$ cat src/spisr_pkg.sv
// package for the serial peripheral status, control and data registers
package spisr_pkg;

    // =========================================================
    // register offsets (byte addresses, AXI4-Lite word aligned)
    localparam int REG_IDX_DATA = 8'h21;
    localparam int REG_IDX_CTRL = 8'h22;
    localparam int REG_IDX_CSR = 8'h23;
    localparam logic [11:0] ADDR_DATA = 12'h084;
    localparam logic [11:0] ADDR_CTRL = 12'h088;
    localparam logic [11:0] ADDR_CSR = 12'h08C;

    // =========================================================
    // control register fields
    localparam int CR_IRQ_EN = 7;
    localparam int CR_PER_EN = 6;
    localparam int CR_DIV2 = 5;
    localparam int CR_MASTER = 4;
    localparam int CR_CLOCK_IDLE_LEVEL_BIT = 3;
    localparam int CR_CLOCK_CAPTURE_EDGE_BIT = 2;
    localparam int CR_RATE1 = 1;
    localparam int CR_RATE0 = 0;

    // status register fields
    localparam int SR_DONE = 7;
    localparam int SR_WRITE_COLLISION_FLAG = 6;
    localparam int SR_OVR = 5;
    localparam int SR_MASTER_FAULT_FLAG = 4;
    localparam int SR_OUT_DIS = 2;
    localparam int SR_SOFT_SEL = 1;
    localparam int SR_INT_SEL = 0;
    localparam logic [7:0] SR_SW_MASK = 8'h07;

    localparam logic [7:0] CR_RESET = 8'h00;
    localparam logic [7:0] CSR_RESET = 8'h00;
    localparam logic [3:0] BIT_COUNT = 4'h8;
    localparam logic [1:0] RESP_OKAY = 2'h0;
    localparam logic [1:0] RESP_SLVERR = 2'h2;

    typedef enum logic [1:0] {
        SPISR_IDLE,
        SPISR_RUN
    } spisr_state_t;

    // serial pins as they leave the block
    typedef struct packed {
        logic sck_o;
        logic sck_oe;
        logic mosi_o;
        logic mosi_oe;
        logic miso_o;
        logic miso_oe;
    } spisr_pins_t;

endpackage

$ cat src/spisr_top.sv
// serial peripheral: status, control and data registers with the shift engine
`timescale 1ns/1ps
// =========================================================
// Overview of operation
// - set done flag when a byte finishes; interrupt if enabled
// - done flag clears after status read then data read or write
// - data writes ignored while done flag set until status read
// - data write during transfer sets read-only write collision flag
// - overrun flag set when byte arrives while done flag still set
// - status register read clears overrun flag
// - select low while master sets mode fault flag; may interrupt
// - mode fault clears on control access while set, then control write
// - output disable releases MOSI as master, MISO as slave; else drive if enabled, MISO only while selected
// - soft select management ignores select pin, uses internal select bit
// - internal select bit 0 selects, 1 deselects
// - master: data register write starts one byte transfer
// - final cycle of transfer copies shift register into receive buffer unless done flag still set
// - data register read returns receive buffer, not shift register
// - data written goes straight into the shift register
// - data, control, status registers at consecutive addresses
// - status register clears to zero on reset
// - interrupt when enabled and done, fault or overrun flag set
// - master fault clears peripheral enable and master select
// - phase 0 captures on first edge, phase 1 on second
module spisr_top (
    // clock and reset
    input wire logic aclk,
    input wire logic aresetn,
    // axi4-lite write address
    input wire logic [11:0] s_axi_awaddr,
    input wire logic s_axi_awvalid,
    output logic s_axi_awready,
    // axi4-lite write data
    input wire logic [31:0] s_axi_wdata,
    input wire logic [3:0] s_axi_wstrb,
    input wire logic s_axi_wvalid,
    output logic s_axi_wready,
    // axi4-lite write response
    output logic [1:0] s_axi_bresp,
    output logic s_axi_bvalid,
    input wire logic s_axi_bready,
    // axi4-lite read
    input wire logic [11:0] s_axi_araddr,
    input wire logic s_axi_arvalid,
    output logic s_axi_arready,
    output logic [31:0] s_axi_rdata,
    output logic [1:0] s_axi_rresp,
    output logic s_axi_rvalid,
    input wire logic s_axi_rready,
    // serial pins
    input wire logic sck_i,
    input wire logic mosi_i,
    input wire logic miso_i,
    input wire logic ss_n_i,
    output spisr_pkg::spisr_pins_t pins,
    // interrupt request
    output logic irq
);
    import spisr_pkg::*;

    // =========================================================
    // pin synchronisers
    logic [3:0] sync1_r;
    logic [3:0] sync2_r;
    always_ff @(posedge aclk) begin
        if (!aresetn) begin
            // idle levels of the pins at reset: clock low, data don't care, select high
            sync1_r <= 4'h1;
            sync2_r <= 4'h1;
        end else begin
            sync1_r <= {sck_i, mosi_i, miso_i, ss_n_i};
            sync2_r <= sync1_r;
        end
    end
    logic sck_s, mosi_s, miso_s, ss_n_s;
    assign {sck_s, mosi_s, miso_s, ss_n_s} = sync2_r;

    // =========================================================
    // registers
    logic [7:0] ctrl_r;
    logic [7:0] csr_r;
    logic [7:0] rxbuf_r;
    logic [7:0] shift_r;

    logic en, master, clock_idle_level_bit, clock_capture_edge_bit;
    assign en = ctrl_r[CR_PER_EN];
    assign master = ctrl_r[CR_MASTER];
    assign clock_idle_level_bit = ctrl_r[CR_CLOCK_IDLE_LEVEL_BIT];
    assign clock_capture_edge_bit = ctrl_r[CR_CLOCK_CAPTURE_EDGE_BIT];

    // effective select level, low active
    logic sel_n;
    assign sel_n = csr_r[SR_SOFT_SEL] ? csr_r[SR_INT_SEL] : ss_n_s;

    // =========================================================
    // axi4-lite slave: one access of each kind at a time
    logic aw_held_r, w_held_r;
    logic [11:0] awaddr_r;
    logic [31:0] wdata_r;
    logic [3:0] wstrb_r;
    assign s_axi_awready = !aw_held_r && !s_axi_bvalid;
    assign s_axi_wready = !w_held_r && !s_axi_bvalid;
    always_ff @(posedge aclk) begin
        if (!aresetn) begin
            aw_held_r <= 1'b0;
            w_held_r <= 1'b0;
            awaddr_r <= 12'h000;
            wdata_r <= 32'h0000_0000;
            wstrb_r <= 4'h0;
        end else begin
            if (s_axi_awvalid && s_axi_awready) begin
                aw_held_r <= 1'b1;
                awaddr_r <= s_axi_awaddr;
            end
            if (s_axi_wvalid && s_axi_wready) begin
                w_held_r <= 1'b1;
                wdata_r <= s_axi_wdata;
                wstrb_r <= s_axi_wstrb;
            end
            if (aw_held_r && w_held_r) begin
                aw_held_r <= 1'b0;
                w_held_r <= 1'b0;
            end
        end
    end

    logic wr_go;
    assign wr_go = aw_held_r && w_held_r;
    logic wr_data, wr_ctrl, wr_csr, wr_known;
    assign wr_known = (awaddr_r[11:2] == ADDR_DATA[11:2]) || (awaddr_r[11:2] == ADDR_CTRL[11:2])
        || (awaddr_r[11:2] == ADDR_CSR[11:2]);
    assign wr_data = wr_go && wstrb_r[0] && (awaddr_r[11:2] == ADDR_DATA[11:2]);
    assign wr_ctrl = wr_go && wstrb_r[0] && (awaddr_r[11:2] == ADDR_CTRL[11:2]);
    assign wr_csr = wr_go && wstrb_r[0] && (awaddr_r[11:2] == ADDR_CSR[11:2]);

    always_ff @(posedge aclk) begin
        if (!aresetn) begin
            s_axi_bvalid <= 1'b0;
            s_axi_bresp <= RESP_OKAY;
        end else if (wr_go) begin
            s_axi_bvalid <= 1'b1;
            s_axi_bresp <= wr_known ? RESP_OKAY : RESP_SLVERR;
        end else if (s_axi_bready) begin
            s_axi_bvalid <= 1'b0;
        end
    end

    // read: address taken, data answers on the next edge
    logic rd_data, rd_ctrl, rd_csr, rd_go;
    assign s_axi_arready = !s_axi_rvalid;
    assign rd_go = s_axi_arvalid && s_axi_arready;
    assign rd_data = rd_go && (s_axi_araddr[11:2] == ADDR_DATA[11:2]);
    assign rd_ctrl = rd_go && (s_axi_araddr[11:2] == ADDR_CTRL[11:2]);
    assign rd_csr = rd_go && (s_axi_araddr[11:2] == ADDR_CSR[11:2]);
    always_ff @(posedge aclk) begin
        if (!aresetn) begin
            s_axi_rvalid <= 1'b0;
            s_axi_rdata <= 32'h0000_0000;
            s_axi_rresp <= RESP_OKAY;
        end else if (rd_go) begin
            s_axi_rvalid <= 1'b1;
            s_axi_rresp <= (rd_data || rd_ctrl || rd_csr) ? RESP_OKAY : RESP_SLVERR;
            if (rd_data) begin
                s_axi_rdata <= {24'h000000, rxbuf_r};
            end else if (rd_ctrl) begin
                s_axi_rdata <= {24'h000000, ctrl_r};
            end else if (rd_csr) begin
                s_axi_rdata <= {24'h000000, csr_r};
            end else begin
                s_axi_rdata <= 32'h0000_0000;
            end
        end else if (s_axi_rready) begin
            s_axi_rvalid <= 1'b0;
        end
    end

    // =========================================================
    // clear sequences: status access arms, data access completes; for mode fault, control access arms, control write completes
    logic csr_seen_r, master_fault_flag_seen_r;
    logic csr_access, ctrl_access;
    assign csr_access = rd_csr || wr_csr;
    assign ctrl_access = rd_ctrl || wr_ctrl;
    always_ff @(posedge aclk) begin
        if (!aresetn) begin
            csr_seen_r <= 1'b0;
        end else if (csr_access) begin
            csr_seen_r <= 1'b1;
        end else if (rd_data || wr_data) begin
            csr_seen_r <= 1'b0;
        end
    end
    always_ff @(posedge aclk) begin
        if (!aresetn) begin
            master_fault_flag_seen_r <= 1'b0;
        end else if (ctrl_access && csr_r[SR_MASTER_FAULT_FLAG]) begin
            master_fault_flag_seen_r <= 1'b1;
        end else if (wr_ctrl) begin
            master_fault_flag_seen_r <= 1'b0;
        end
    end

    // =========================================================
    // shift engine
    spisr_state_t state_r;
    logic [3:0] bits_r;
    logic [6:0] div_r;
    logic sck_r, sck_d_r;
    logic [6:0] half_cnt;
    logic start, done_evt, busy, sample_bit;

    // half period of serial clock in cpu cycles, minus one
    always_comb begin
        case ({ctrl_r[CR_DIV2], ctrl_r[CR_RATE1], ctrl_r[CR_RATE0]})
            3'h4: half_cnt = 7'h01;
            3'h0: half_cnt = 7'h03;
            3'h1: half_cnt = 7'h07;
            3'h6: half_cnt = 7'h0F;
            3'h2: half_cnt = 7'h1F;
            3'h3: half_cnt = 7'h3F;
            default: half_cnt = 7'h03;
        endcase
    end

    // data writes inhibited while done flag stands and status unread
    logic wr_data_ok;
    assign wr_data_ok = wr_data && !(csr_r[SR_DONE] && !csr_seen_r);
    assign busy = (state_r == SPISR_RUN);
    assign start = wr_data_ok && !busy && en && master;

    // slave edge detect on synchronised clock
    logic sck_prev_r;
    logic slv_lead, slv_trail;
    assign slv_lead = (sck_s != sck_prev_r) && (sck_s != clock_idle_level_bit);
    assign slv_trail = (sck_s != sck_prev_r) && (sck_s == clock_idle_level_bit);

    // master edges from the divider
    logic m_tick, m_lead, m_trail;
    assign m_tick = busy && master && (div_r == half_cnt);
    assign m_lead = m_tick && (sck_r == clock_idle_level_bit);
    assign m_trail = m_tick && (sck_r != clock_idle_level_bit);

    logic lead, trail, rx_in;
    assign lead = master ? m_lead : (slv_lead && !sel_n);
    assign trail = master ? m_trail : (slv_trail && !sel_n);
    assign rx_in = master ? miso_s : mosi_s;
    // phase 0 samples on the leading edge, phase 1 on the trailing one
    assign sample_bit = clock_capture_edge_bit ? trail : lead;
    logic shift_bit;
    assign shift_bit = clock_capture_edge_bit ? lead : trail;
    assign done_evt = busy && sample_bit && (bits_r == BIT_COUNT - 4'h1);

    logic out_bit_r;
    always_ff @(posedge aclk) begin
        if (!aresetn) begin
            state_r <= SPISR_IDLE;
            bits_r <= 4'h0;
            div_r <= 7'h00;
            sck_r <= 1'b0;
            sck_prev_r <= 1'b0;
            shift_r <= 8'h00;
            out_bit_r <= 1'b0;
        end else begin
            sck_prev_r <= sck_s;
            if (!busy) begin
                sck_r <= clock_idle_level_bit;
            end
            case (state_r)
                SPISR_IDLE: begin
                    div_r <= 7'h00;
                    bits_r <= 4'h0;
                    // between frames the msb stands on the output, ready for the first edge
                    if (wr_data_ok) begin
                        shift_r <= wstrb_r[0] ? wdata_r[7:0] : shift_r;
                        out_bit_r <= wdata_r[7];
                    end else begin
                        out_bit_r <= shift_r[7];
                    end
                    // a slave frame opens on a leading edge only: the trailing edge
                    // that closes the last bit must not start a phantom frame
                    if (start || (en && !master && !sel_n && wr_data_ok == 1'b0 &&
                            slv_lead)) begin
                        state_r <= SPISR_RUN;
                    end
                    if (en && !master && !sel_n && !clock_capture_edge_bit && slv_lead) begin
                        shift_r <= {shift_r[6:0], rx_in};
                        bits_r <= 4'h1;
                    end
                end
                SPISR_RUN: begin
                    if (m_tick) begin
                        div_r <= 7'h00;
                        sck_r <= !sck_r;
                    end else if (master) begin
                        div_r <= div_r + 7'h01;
                    end
                    if (sample_bit) begin
                        shift_r <= {shift_r[6:0], rx_in};
                        bits_r <= bits_r + 4'h1;
                    end
                    if (shift_bit && !(clock_capture_edge_bit == 1'b0 && bits_r == 4'h0)) begin
                        out_bit_r <= shift_r[7];
                    end else if (shift_bit && clock_capture_edge_bit && bits_r == 4'h0) begin
                        out_bit_r <= shift_r[7];
                    end
                    if (done_evt || !en || (!master && sel_n)) begin
                        state_r <= SPISR_IDLE;
                    end
                end
                default: state_r <= SPISR_IDLE;
            endcase
        end
    end

    // receive buffer: loaded at the end unless the done flag is still set
    always_ff @(posedge aclk) begin
        if (!aresetn) begin
            rxbuf_r <= 8'h00;
        end else if (done_evt && !csr_r[SR_DONE]) begin
            rxbuf_r <= {shift_r[6:0], rx_in};
        end
    end

    // =========================================================
    // mode fault and control register
    logic fault_evt;
    assign fault_evt = en && master && !sel_n;
    always_ff @(posedge aclk) begin
        if (!aresetn) begin
            ctrl_r <= CR_RESET;
        end else if (fault_evt) begin
            ctrl_r[CR_PER_EN] <= 1'b0;
            ctrl_r[CR_MASTER] <= 1'b0;
        end else if (wr_ctrl) begin
            ctrl_r <= wdata_r[7:0];
        end
    end

    // status register: hardware set wins over software clear
    always_ff @(posedge aclk) begin
        if (!aresetn) begin
            csr_r <= CSR_RESET;
        end else begin
            if (done_evt) begin
                csr_r[SR_DONE] <= 1'b1;
            end else if (csr_seen_r && (rd_data || wr_data)) begin
                csr_r[SR_DONE] <= 1'b0;
            end
            if (wr_data && busy) begin
                csr_r[SR_WRITE_COLLISION_FLAG] <= 1'b1;
            end else if (csr_seen_r && (rd_data || wr_data)) begin
                csr_r[SR_WRITE_COLLISION_FLAG] <= 1'b0;
            end
            if (done_evt && csr_r[SR_DONE]) begin
                csr_r[SR_OVR] <= 1'b1;
            end else if (rd_csr) begin
                csr_r[SR_OVR] <= 1'b0;
            end
            if (fault_evt) begin
                csr_r[SR_MASTER_FAULT_FLAG] <= 1'b1;
            end else if (master_fault_flag_seen_r && wr_ctrl) begin
                csr_r[SR_MASTER_FAULT_FLAG] <= 1'b0;
            end
            csr_r[3] <= 1'b0;
            if (wr_csr) begin
                csr_r[2:0] <= wdata_r[2:0] & SR_SW_MASK[2:0];
            end
        end
    end

    assign irq = ctrl_r[CR_IRQ_EN] && (csr_r[SR_DONE] || csr_r[SR_OVR] || csr_r[SR_MASTER_FAULT_FLAG]);

    // =========================================================
    // pin drive
    logic out_ok;
    assign out_ok = en && !csr_r[SR_OUT_DIS];
    always_comb begin
        pins.sck_o = sck_r;
        pins.sck_oe = en && master;
        pins.mosi_o = out_bit_r;
        pins.mosi_oe = out_ok && master;
        pins.miso_o = out_bit_r;
        pins.miso_oe = out_ok && !master && !sel_n;
    end

endmodule

$ cat config.mk
export PLATFORM = sky130hd
export DESIGN_NAME = spisr_top
export DESIGN_NICKNAME = d
export VERILOG_FILES = /design/src/spisr_pkg.sv /design/src/spisr_top.sv
export SDC_FILE = /design/constraint.sdc
export NUM_CORES = 1
export LEC_CHECK = 0
export BUFFER_PORTS_ARGS = -buffer_cell sky130_fd_sc_hd__buf_4
export CAP_MARGIN = 10
export CORE_ASPECT_RATIO = 0.8
export CORE_UTILIZATION = 53
export CTS_CLUSTER_DIAMETER = 120
export DETAILED_ROUTE_END_ITERATION = 12
export GPL_ROUTABILITY_DRIVEN = 0
export HOLD_SLACK_MARGIN = 0.1
export PLACE_DENSITY = 0.8
export SLEW_MARGIN = 10
export SYNTH_ARGS = -nofsm -noshare
export SYNTH_HDL_FRONTEND = slang
export SYNTH_SLANG_ARGS = --single-unit
$ cat constraint.sdc
create_clock -name aclk -period 3 [get_ports aclk]
set_input_delay 0.6 -clock aclk [delete_from_list [all_inputs] [get_ports aclk]]
set_output_delay 0.6 -clock aclk [all_outputs]
set_load 0.05 [all_outputs]
After elaboration in Yosys (flattened, before gate mapping)
Index checks and enable logic that the tools add are counted.
{ "op_classes": {"add_sub_neg": 2, "n_eq_ne": 26, "muxes": 48, "n_bitwise": 4, "n_reduce_logical": 98} }
{ "ops": {"columns": ["operator", "count"], "rows": [
  ["== test 10 x 6 -> 1 bit (second input constant)", 6],
  ["two-way mux 8 bit", 7],
  ["logical AND 1 bit", 52],
  ["case mux 6 bit (5 select lines)", 1],
  ["two-way mux 1 bit", 28],
  ["nonzero test 2 bit", 9],
  ["case mux 8 bit (2 select lines)", 1],
  ["logical NOT 1 bit", 15],
  ["two-way mux 7 bit", 2],
  ["case mux 7 bit (2 select lines)", 1],
  ["logical OR 1 bit", 12],
  ["AND reduction 2 bit", 5],
  ["two-way mux 2 bit", 4],
  ["case mux 4 bit (2 select lines)", 1],
  ["adder 7 x 1 -> 7 bit (second input constant)", 1],
  ["== test 7 bit", 1],
  ["== test 3 x 2 -> 1 bit (second input constant)", 2],
  ["== test 3 bit (second input constant)", 2],
  ["inequality test 3 bit (second input constant)", 2],
  ["adder 4 x 1 -> 4 bit (second input constant)", 1],
  ["== test 4 x 3 -> 1 bit (second input constant)", 1],
  ["logical NOT 4 bit", 1],
  ["two-way mux 4 bit", 1],
  ["inequality test 2 x 1 -> 1 bit (second input constant)", 2],
  ["other kinds (13)", 20]
]} }
{ "totals": {"register_bits": 119, "input_bits": 71, "out_inout_bits": 48, "wordCells": 208} }

Longest topological paths before layout
Gate-level depths: netlist (run 1).
{ "depth": {"depth_word": 13, "depth_mapped": 7} }

Worst setup path before layout (run 1)
OpenSTA, ideal clock, no wires.
{ "synth_timing": {"path_kind": "reg2out", "startpoint": "register csr_r[1]", "endpoint": "output pins[0] in the netlist's numbering", "arrival_time_ns": 2.391, "t_required_ns": 2.400, "path_slack_ns": 0.009, "path_stages_with_launch": 3, "path_cell_list": "dfxtp_1 mux2_2 nor4b_1"} }
{ "synth_lines": {"columns": ["item", "line_no", "text"], "rows": [
  ["from (decl)", "spisr_top.sv:81", "logic [7:0] csr_r;"],
  ["from (signal assigned)", "spisr_top.sv:365", "csr_r[2:0] <= wdata_r[2:0] & SR_SW_MASK[2:0];"],
  ["to (decl)", "spisr_top.sv:55", "output spisr_pkg::spisr_pins_t pins,"]
]} }

Worst setup path in the final report (run 1)
{ "layout_timing": {"startpoint": "register csr_r[1]", "endpoint": "register rxbuf_r[7]"} }
{ "layout_between": {"elab_chain_len": 8, "elab_cells_between_ends": 10, "classes_between": "mux: 4; reduce/logical: 6"} }
{ "layout_rtl": {"columns": ["item", "line_no", "text"], "rows": [
  ["two-way mux 1 bit (*)", "spisr_top.sv:93", "assign sel_n = csr_r[SR_SOFT_SEL] ? csr_r[SR_INT_SEL] : ss_n_s;"],
  ["logical NOT 1 bit (*)", "spisr_top.sv:243, spisr_top.sv:244", null],
  ["logical AND 1 bit (on tied branches)", "spisr_top.sv:243, spisr_top.sv:244", null],
  ["two-way mux 1 bit (on tied branches)", "spisr_top.sv:243, spisr_top.sv:244", null],
  ["two-way mux 1 bit (*)", "spisr_top.sv:247", "assign sample_bit = clock_capture_edge_bit ? trail : lead;"],
  ["logical AND 1 bit (*) (2 in a row)", "spisr_top.sv:250", "assign done_evt = busy && sample_bit && (bits_r == BIT_COUNT - 4'h1);"],
  ["logical AND 1 bit (*)", "spisr_top.sv:318", "end else if (done_evt && !csr_r[SR_DONE]) begin"],
  ["to (signal assigned)", "spisr_top.sv:319", "rxbuf_r <= {shift_r[6:0], rx_in};"],
  ["to (decl)", "spisr_top.sv:82", "logic [7:0] rxbuf_r;"]
]} }
Mark *: on every way between the ends. The rest lies on a longest branch, timed or not.
A chain may end at the register's enable or synchronous reset.

==> results of run 1 <==
flip-flops by register name, indices dropped and copies added, names as in the netlist, 4 cells and up:
| register | flops |
|---|---|
| sync1_r | 4 |
| sync2_r | 4 |
| rxbuf_r | 8 |
| csr_r | 7 |
| s_axi_rdata | 8 |
| wdata_r | 8 |
| bits_r | 4 |
| shift_r | 8 |
| awaddr_r | 10 |
| div_r | 7 |
| ctrl_r | 8 |
cells in the final DEF, fill, tap and decap left out, drive strengths merged, types with 3 or more instances in the layout:
cell / netlist / layout
dfxtp: 89 / 89
nand2: 87 / 87
buf: 34 / 70
mux2i: 29 / 29
conb: 1 / 26
a21boi: 23 / 23
nor2b: 20 / 20
nor2: 18 / 18
o21ai: 16 / 16
and2: 14 / 14
inv: 12 / 14
a21oi: 12 / 12
mux2: 10 / 10
nand3: 9 / 9
clkbuf: 15 / 9
nand2b: 8 / 8
a221oi: 8 / 8
nor4b: 6 / 6
nor3b: 5 / 5
xnor2: 5 / 5
o211a: 5 / 5
nor3: 5 / 5
o211ai: 4 / 4
nor4: 4 / 4
o31ai: 3 / 3
ha: 3 / 3
clkinvlp: 0 / 3
or4: 3 / 3
layout make-up:
| type | count | area [um^2] |
|---|---|---|
| fillers | 675 | 2990 |
| multi-input cells | 355 | 2330 |
| flip-flops and latches | 89 | 1780 |
| repair buffers | 70 | 526 |
| well taps | 108 | 135 |
| clock buffers | 9 | 124 |
| clock inverters | 7 | 88.8 |
| inverters | 13 | 48.8 |
kinds of logic (layout without fill, tap and decap cells):
group,Yosys count,after routing,share of synthesized area [%]
compound gates,94,94,17.4
xor+xnor,6,6,1.19
fa+ha+maj,3,3,0.849
buf+inv,64,99,9.19
flops,89,89,40.3
mux,39,39,9.11
other cells,1,26,0.0848
simple gates,187,187,21.9
power by group through the flow:
stage / Combinational (uW) / Clock [uW] / Sequential [uW]
global route: 311 / 929 / 1250
finish: 291 / 861 / 1240
global placement: 286 / 0 / 1270
detailed placement: 289 / 0 / 1270
CTS: 290 / 875 / 1240
floorplan: 209 / 0 / 1290
layer usage:
| metal | GRT usage [%] | wire length [um] |
|---|---|---|
| met2 | 39.9 | 4760 |
| met4 | 6.49 | 175 |
| met5 | 0 | 0 |
| met3 | 5.93 | 513 |
| met1 | 29.2 | 4290 |
through the flow:
| stage | std cells | setup slack [ns] |
|---|---|---|
| 2_1_floorplan | 508 | 0.00873 |
| 3_3_place_gp | 635 | 0.514 |
| 3_5_place_dp | 635 | 0.427 |
| 4_1_cts | 651 | 0.376 |
| 5_1_grt | 651 | 0.157 |
| 6_report | 651 | 0.329 |
final timing paths:
check	from	to	slack, ns
worst max-delay path	csr_r[1]	rxbuf_r[7]	0.33
worst min-delay path	ss_n_i	sync1_r[0]	0.42
worst max register to register	csr_r[1]	rxbuf_r[7]	0.33
worst min register to register	sync1_r[0]	sync2_r[0]	0.43
worst max-delay path: cells and delay by family, from the launching register on:
kind	cells	cell delay [ns]
muxes	2	0.68
AOI/OAI and AO/OA	1	0.25
DFF	1	0.38
and+or+nand+nor	2	1.28
==> metrics.md, run 1 <==
| Metric | Value |
|---|---|
| Share of the synthesized area in the top cell type | `about two fifths` |
| Psw | `just under 700 uW` |
| Global-route wire length before repair | `about 16 mm` |
| Num Clock Sinks | `89` |
| Clock power share | `a little over a third` |
| Antenna Nets Post-Route | `0` |
| Slew @ Worst Pin | `0.767 ns` |
| Int Power | `about 1700 uW` |
| HP Class | `in2reg` |
| Sum Neg Setup Slack | `0 ns` |
| Tot Pwr | `2390 uW` |
| Placed Area | `4820 um^2` |
| Top FF cell, synth | `dfxtp_1` |
| Antenna Diode Count | `0` |
| Hold Slack | `about 0.42 ns` |
| Gr usage total | `23.4%` |
| FF+latch count, synth | `roughly 90` |
| # port buffers | `61` |
| Share of power burned in registers | `about half` |
| Num CTS Buffers | `9` |
| P per Cell Area | `about 480 nW/um^2` |
| # DRC | `0` |
| RSZ-0062 raised after global routing | `false` |
| Worst-path clk slew | `0.10 ns` |
| Hold Buf Count CTS | `0` |
| Worst EP required | `about 3.3 ns` |
| TritonCTS clock tree | `yes` |
| Sequential-to-total area share from yosys stat | `approximately two fifths` |
| Setup crit end kind | `flop` |
| Pin count of the biggest net entering global routing | `76` |
| Worst r2r path cells | `5` |
| H-tree depth | `3` |
| DRT iter0 DRCs | `191` |
| Max cap viols | `0` |
| Most frequent cell after synthesis | `dfxtp_1` |
| Logic pwr share | `around 12%` |
| Most frequent cells after synthesis | `dfxtp_1 (89), nand2_1 (87), buf_4 (30), mux2i_1 (29), a21boi_0 (23)` |
| P_leak | `0.00189 uW` |
| Hold Path Stages | `2` |
| Initial antenna violation count | `0` |
| Core Region | `8020 um^2` |
| Final instance area | `5030 um^2` |
| 1st-pass router iterations | `5` |
| EDFF count, synth | `0` |
| Max rail drop VDD | `0.407 mV` |
| Rows | `29` |
| Final Hold Viols | `0` |
| Top post-synthesis cells by area | `dfxtp_1 (40%), nand2_1 (7.4%), mux2i_1 (6.6%)` |
| Fin crit share | `slightly below 90%` |
| Final setup vio count | `0` |
| Slowest CP cell | `nor4b_1` |
| Status | `completed` |
| Vias | `about 3600` |
| Tmin final | `2.67 ns` |
| Ys async rst share | `0%` |
| Core Util, Final | `between 60% and 70%` |
| Max-Slew Margin vs Limit | `48.1%` |
| Fmax | `approximately 370 MHz` |
| Post-synth top area cell | `dfxtp_1` |
| Crit Path Category | `reg2reg` |
| Synthesized area | `4420 um^2` |
| Post-CTS setup buffers | `0` |
| Worst-Skew Late Latency | `roughly 0.37 ns` |
| Die W | `~100 um` |
| YS warnings | `0` |
| Cells after Synth | `around 480` |
| Post-Route WL | `9.73 mm` |
| CP Cell Sequence | `mux2_2, nor4b_1, a211oi_2, nor3_4, mux2i_1` |
| Clock buffer depth | `2` |
| Vias in the first global route | `3406` |
| Final-report max-slew violation count | `0` |
| Vias per inst | `~5.5` |
| Critical-path maximum fanout | `10` |
| Root Buffer Master | `clkbuf_8` |
| Syn-to-layout area delta | `13.8%` |
| Switching Share | `~29%` |
| Syn avg cell area | `9.16 um^2` |
| Starting Density | `55.2%` |
| Number of I/O pins | `119` |
| CP max stage delay | `roughly 0.70 ns` |
| Die Span Y | `about 84 um` |
| Congestion Overflow GR | `0` |
| Critical Path Start Type | `flop` |
| Fin nets | `around 610` |
| Count of unique library cells instantiated by Yosys | `between 60 and 70` |
| Post-CTS sizing | `0` |
| Clk_skew | `roughly 0.014 ns` |
| DR WL/cell | `between 10 and 15 um` |
| Share of cells above drive strength 1 | `21.2%` |
| Arrival time at the worst endpoint | `just under 3 ns` |
| Die Area | `8720 um^2` |
| DP HPWL | `around 7 mm` |
Note: power is estimated with default switching activity, not from simulation.
==> run 2, diff against run 1 <==
Settings changed: CORE_UTILIZATION 53 to 55, PLACE_DENSITY 0.8 to 0.83.
Clock period 3 ns to 3.3 ns, I/O delays scaled along.
==> run 2 against run 1 <==
- sequential power fell by 9%
- critical endpoint is now shift_r[1]
- count of clock-buffer cells in the layout did not move
- critical path depth rose by 1
- core utilization rose by 2.7 points
- sequential cell count did not move
- first-iteration DRC count fell by 4.2%
- sequential share of layout area rose by 0.39 points
- maximum frequency fell by 5.2%
- design area fell by 1.1%
- register-to-register slack improved by 0.15 ns
- total power fell by 9.1%
==> metrics.md, run 2 (synthesis results as in run 1) <==
| Metric | Value |
|---|---|
| Hold Buf Count CTS | `0` |
| Sum Neg Setup Slack | `0 ns` |
| Die Span Y | `82.2 um` |
| Reg2reg end | `shift_r[1]` |
| Hold path endpoint | `sync2_r[0]` |
| DP HPWL | `approximately 6.9 mm` |
| Number of I/O pins | `~120` |
| Syn-to-layout area delta | `12.5%` |
| DR WL/cell | `approximately 15 um` |
| Hold Slack | `0.414 ns` |
| Num CTS Buffers | `9` |
| CP Cell Sequence | `nor4b_2, nand4_1, nor3b_1, o21ai_0, a221oi_4, mux2i_1` |
| Worst path depth | `6` |
| Tmin final | `roughly 2.8 ns` |
| Psw | `623 uW` |
| Int Power | `1550 uW` |
| Core Util, Final | `around 65%` |
| Max cap viols | `0` |
| CP max stage delay | `0.69 ns` |
| Post-Route WL | `about 9.5 mm` |
| Fin crit share | `a little under nine tenths` |
| Grt peak-use layer | `met2` |
| 1st-pass router iterations | `4` |
| Share of power burned in registers | `about 52%` |
| # DRC | `0` |
| Crit Path Category | `reg2reg` |
| Grt met1 use | `approximately 31%` |
| Fmax | `between 300 and 400 MHz` |
| Root Buffer Master | `clkbuf_8` |
| Max-Slew Margin vs Limit | `around half` |
| HP Class | `reg2reg` |
| Switching Share | `~29%` |
| Final-report max-slew violation count | `0` |
| Vias in the first global route | `between 3000 and 4000` |
| Critical Path Start Type | `flop` |
| Most frequent cells in the layout | `dfxtp_1 (89), nand2_1 (87), buf_4 (64)` |
| Worst hold start | `sync1_r[0]` |
| Worst-path clk slew | `about 0.090 ns` |
| Final Hold Viols | `0` |
| Post-route worst setup slack | `~0.48 ns` |
| H-tree depth | `3` |
| Arrival time at the worst endpoint | `3.11 ns` |
| Clock buffer depth | `2` |
| Num Clock Sinks | `89` |
| CP Buf/Inv Count | `0` |
| Logic pwr share | `roughly 12%` |
| Fin nets | `just over 600` |
| R2R setup slack | `roughly 0.48 ns` |
| Gr usage total | `24.6%` |
| Max reg flops | `10` |
| Antenna Nets Post-Route | `0` |
| Die Area | `8410 um^2` |
| # port buffers | `61` |
| Worst-Skew Late Latency | `about 0.36 ns` |
| P per Cell Area | `437 nW/um^2` |
| RSZ-0062 raised after global routing | `false` |
| P_leak | `about 0.0019 uW` |
| Vias per inst | `approximately 5.4` |
| Post-CTS sizing | `0` |
| Commonest non-fill, non-tap cell in the layout | `dfxtp_1` |
| Setup crit end kind | `flop` |
| Starting Density | `roughly three fifths` |
| Place WS | `approximately 0.61 ns` |
| Status | `completed` |
| Clk_skew | `slightly below 0.007 ns` |
| Final setup vio count | `0` |
| TritonCTS clock tree | `yes` |
| DRT iter0 DRCs | `183` |
| Top reg by flops | `awaddr_r` |
| Fillers | `roughly 640` |
| Clock power share | `between 30% and 40%` |
| Die W | `~100 um` |
| Slowest CP cell | `a221oi_4` |
| Cell family with most CP delay | `simple AND/OR/NAND/NOR gates` |
| Post-CTS setup buffers | `0` |
| Hold Path Stages | `1` |
| Footprint of the multi-input gates | `2330 um^2` |
| Rows | `28` |
| Grt met2 use | `a little over two fifths` |
| Reg area | `roughly 1800 um^2` |
| Vias | `3474` |
| Congestion Overflow GR | `0` |
| Max rail drop VDD | `about 0.26 mV` |
| Reg-to-reg startpoint | `awaddr_r[4]` |
| Global-route wire length before repair | `~16 mm` |
| Worst r2r path cells | `6` |
| Share of cells above drive strength 1 | `20.3%` |
| GR Util met3 | `under 10%` |
| Placed cells | `~630` |
| Initial antenna violation count | `0` |
| Final Non-Filler Cells | `642` |
| Worst EP required | `~3.6 ns` |
| Slew @ Worst Pin | `roughly 0.73 ns` |
| Critical-path maximum fanout | `8` |
| Core Region | `roughly 7600 um^2` |
| Pin count of the biggest net entering global routing | `70` |
| Antenna Diode Count | `0` |
run 2: cell types whose count changed in the layout (fill, tap and decap cells not counted), sizes merged:
cell,previous run,this run
clkinvlp,3,1
inv,14,16
buf,70,64
run 2: per-layer routing:
metal / wire, um / up-vias
li1: - / 1732
met1: 4090 / 1654
met2: 4840 / 77
met3: 454 / 11
met4: 117 / 0
met5: 0 / -
run 2: layout make-up:
| cell class | instances | share of cell area [%] |
|---|---|---|
| repair buffers | 64 | 9.65 |
| well taps | 105 | 2.64 |
| clock buffers | 9 | 2.49 |
| inverters | 13 | 0.980 |
| clock inverters | 7 | 1.66 |
| multi-input cells | 355 | 46.8 |
| flip-flops and latches | 89 | 35.8 |
run 2: worst max-delay path by stage:
stage | start | to | slack (ns)
global placement | awaddr_r[4] | shift_r[2] | 0.67
global route | awaddr_r[4] | shift_r[2] | 0.19
detailed placement | awaddr_r[4] | shift_r[1] | 0.61
CTS | awaddr_r[4] | shift_r[1] | 0.50
floorplan | csr_r[1] | pins[0] | 0.25
finish | awaddr_r[4] | shift_r[1] | 0.48
run 2: power by group through the flow:
stage / Combinational (uW) / Clock [uW] / Sequential (uW)
after floorplan: 190 / 0 / 1170
after global routing: 284 / 845 / 1130
after CTS: 263 / 791 / 1130
after global placement: 257 / 0 / 1150
final: 263 / 786 / 1130
after detailed placement: 262 / 0 / 1150
run 2: worst register-to-register path, cell delays in order, from the launching register on:
cell	delay (ns)
dfxtp_1	0.33
nor4b_2	0.37
nand4_1	0.22
nor3b_1	0.49
o21ai_0	0.39
a221oi_4	0.69
mux2i_1	0.26
run 2: metrics by stage:
stage          power (uW)  instance area [um^2]
3_5_place_dp         1410                  4770
2_1_floorplan        1360                  4520
4_1_cts              2180                  4980
5_1_grt              2260                  4980
6_report             2180                  4980
3_3_place_gp         1410                  4770
==> run 3, diff against run 2 <==
Settings changed: CORE_UTILIZATION 55 to 35, GPL_ROUTABILITY_DRIVEN 0 to default, PLACE_DENSITY 0.83 to default.
==> run 3 against run 2 <==
- clock skew increased by 0.0031 ns
- hold slack got worse by 0.0027 ns
- critical path type unchanged
- maximum frequency increased by 6.2%
- design area increased by 4.1%
- clock power increased by 32%
- sequential power about the same
- core utilization decreased by 23 points
- register-to-register slack improved by 0.16 ns
- global-route usage decreased by 8.6 points
- sequential cell count unchanged
- largest power group unchanged
- via count increased by 1.2%
- highest routed layer unchanged
- die area increased by 56%
==> metrics.md, run 3 (synthesis results as in run 1) <==
| Metric | Value |
|---|---|
| Hold Slack | `0.411 ns` |
| RSZ-0062 raised after global routing | `false` |
| Switching Share | `26.7%` |
| Antenna Diode Count | `0` |
| Max rail drop VDD | `0.295 mV` |
| P per Cell Area | `469 nW/um^2` |
| Fmax | `about 380 MHz` |
| Clock buffer depth | `2` |
| Logic pwr share | `a little over a tenth` |
| Critical-path maximum fanout | `11` |
| 1st-pass router iterations | `4` |
| Core Region | `about 12000 um^2` |
| Max-Slew Margin vs Limit | `~49%` |
| DP HPWL | `roughly 7.4 mm` |
| Critical Path Start Type | `flop` |
| Worst-path clk slew | `roughly 0.070 ns` |
| Reg area | `1780 um^2` |
| Gr usage total | `16.1%` |
| Worst EP required | `roughly 3.6 ns` |
| Num Clock Sinks | `between 80 and 90` |
| Fin nets | `610` |
| Tmin final | `2.65 ns` |
| Antenna Nets Post-Route | `0` |
| Fillers | `roughly 1200` |
| Int Power | `1780 uW` |
| Most frequent cells in the layout | `dfxtp_1 (89), nand2_1 (87), buf_4 (68)` |
| Commonest non-fill, non-tap cell in the layout | `dfxtp_1` |
| Vias | `roughly 3500` |
| Share of cells above drive strength 1 | `20.9%` |
| Crit Path Category | `reg2reg` |
| Setup crit end kind | `flop` |
| Status | `completed` |
| Final Hold Viols | `0` |
| Die W | `128 um` |
| Die Span Y | `between 100 and 150 um` |
| Worst-Skew Late Latency | `~0.35 ns` |
| Fin crit share | `80.4%` |
| Global-route wire length before repair | `16.2 mm` |
| TritonCTS clock tree | `yes` |
| R2R setup slack | `around 0.65 ns` |
| Arrival time at the worst endpoint | `about 3 ns` |
| Vias in the first global route | `3252` |
| Psw | `~650 uW` |
| Post-Route WL | `approximately 10 mm` |
| Rows | `36` |
| Vias per inst | `around 4.9` |
| Clock power share | `42.7%` |
| Starting Density | `between 30% and 40%` |
| Final setup vio count | `0` |
| Die Area | `13100 um^2` |
| Post-CTS sizing | `0` |
| Top reg by flops | `awaddr_r` |
| Max cap viols | `0` |
| Clk_skew | `0.00987 ns` |
| Post-CTS setup buffers | `0` |
| DR WL/cell | `roughly 14 um` |
| Num CTS Buffers | `9` |
| DRT iter0 DRCs | `164` |
| Share of power burned in registers | `46.4%` |
| Pin count of the biggest net entering global routing | `between 70 and 80` |
| Max reg flops | `10` |
| Syn-to-layout area delta | `17.2%` |
| P_leak | `0.00193 uW` |
| Slew @ Worst Pin | `0.768 ns` |
| H-tree depth | `3` |
| Final-report max-slew violation count | `0` |
| Place WS | `0.657 ns` |
| Sum Neg Setup Slack | `0 ns` |
| Root Buffer Master | `clkbuf_16` |
| Footprint of the multi-input gates | `around 2300 um^2` |
| RD Place Congestion | `between 0.7 and 0.8` |
| Post-route worst setup slack | `around 0.65 ns` |
| # DRC | `0` |
| Initial antenna violation count | `0` |
| Number of I/O pins | `119` |
| Congestion Overflow GR | `0` |
| HP Class | `reg2reg` |
| Tot Pwr | `roughly 2400 uW` |
| # port buffers | `61` |
| Hold Buf Count CTS | `0` |
-- run 3: area by class of cell --
type / instances / share of cell area (%)
multi-input cells: 355 / 44.9
repair buffers: 68 / 9.85
flip-flops and latches: 89 / 34.4
clock buffers: 9 / 4.34
well taps: 171 / 4.13
inverters: 13 / 0.941
clock inverters: 7 / 1.42
-- run 3: worst paths after layout --
path                                  from    endpoint  depth (start not counted)
worst max register to register    csr_r[1]  shift_r[2]                          6
worst max-delay path              csr_r[1]  shift_r[2]                          6
worst min register to register  sync1_r[0]  sync2_r[0]                          1
worst min-delay path            sync1_r[0]  sync2_r[0]                          1
-- run 3: metrics by stage --
step	cell area (um^2)	util, %	cells
2_1_floorplan	4520	-	508
6_report	5180	42.3	712
3_5_place_dp	4880	39.9	696
5_1_grt	5180	42.3	712
4_1_cts	5180	42.3	712
3_3_place_gp	4880	39.9	696
-- run 3: worst max-delay path, cell delays in order, from the launching register on --
cell and delay [ns]:
dfxtp_1 0.37, mux2_2 0.44, nor4_4 0.28, buf_4 0.20, a31oi_2 0.31, a221oi_4 0.70
mux2i_1 0.27
-- run 3: per-layer routing --
metal,vias up,global-route usage (%),wire length [um]
met1,1677,20.8,4770
met4,0,5.25,120
met5,-,0,0
met3,11,4.10,361
met2,79,26.4,4700
li1,1750,-,-
-- run 3: power groups by stage --
stage          sequential (uW)  clock, uW  combinational (uW)
2_1_floorplan             1170          0                 190
3_3_place_gp              1150          0                 262
3_5_place_dp              1150          0                 265
4_1_cts                   1130       1070                 265
5_1_grt                   1130       1110                 285
6_report                  1130       1040                 264
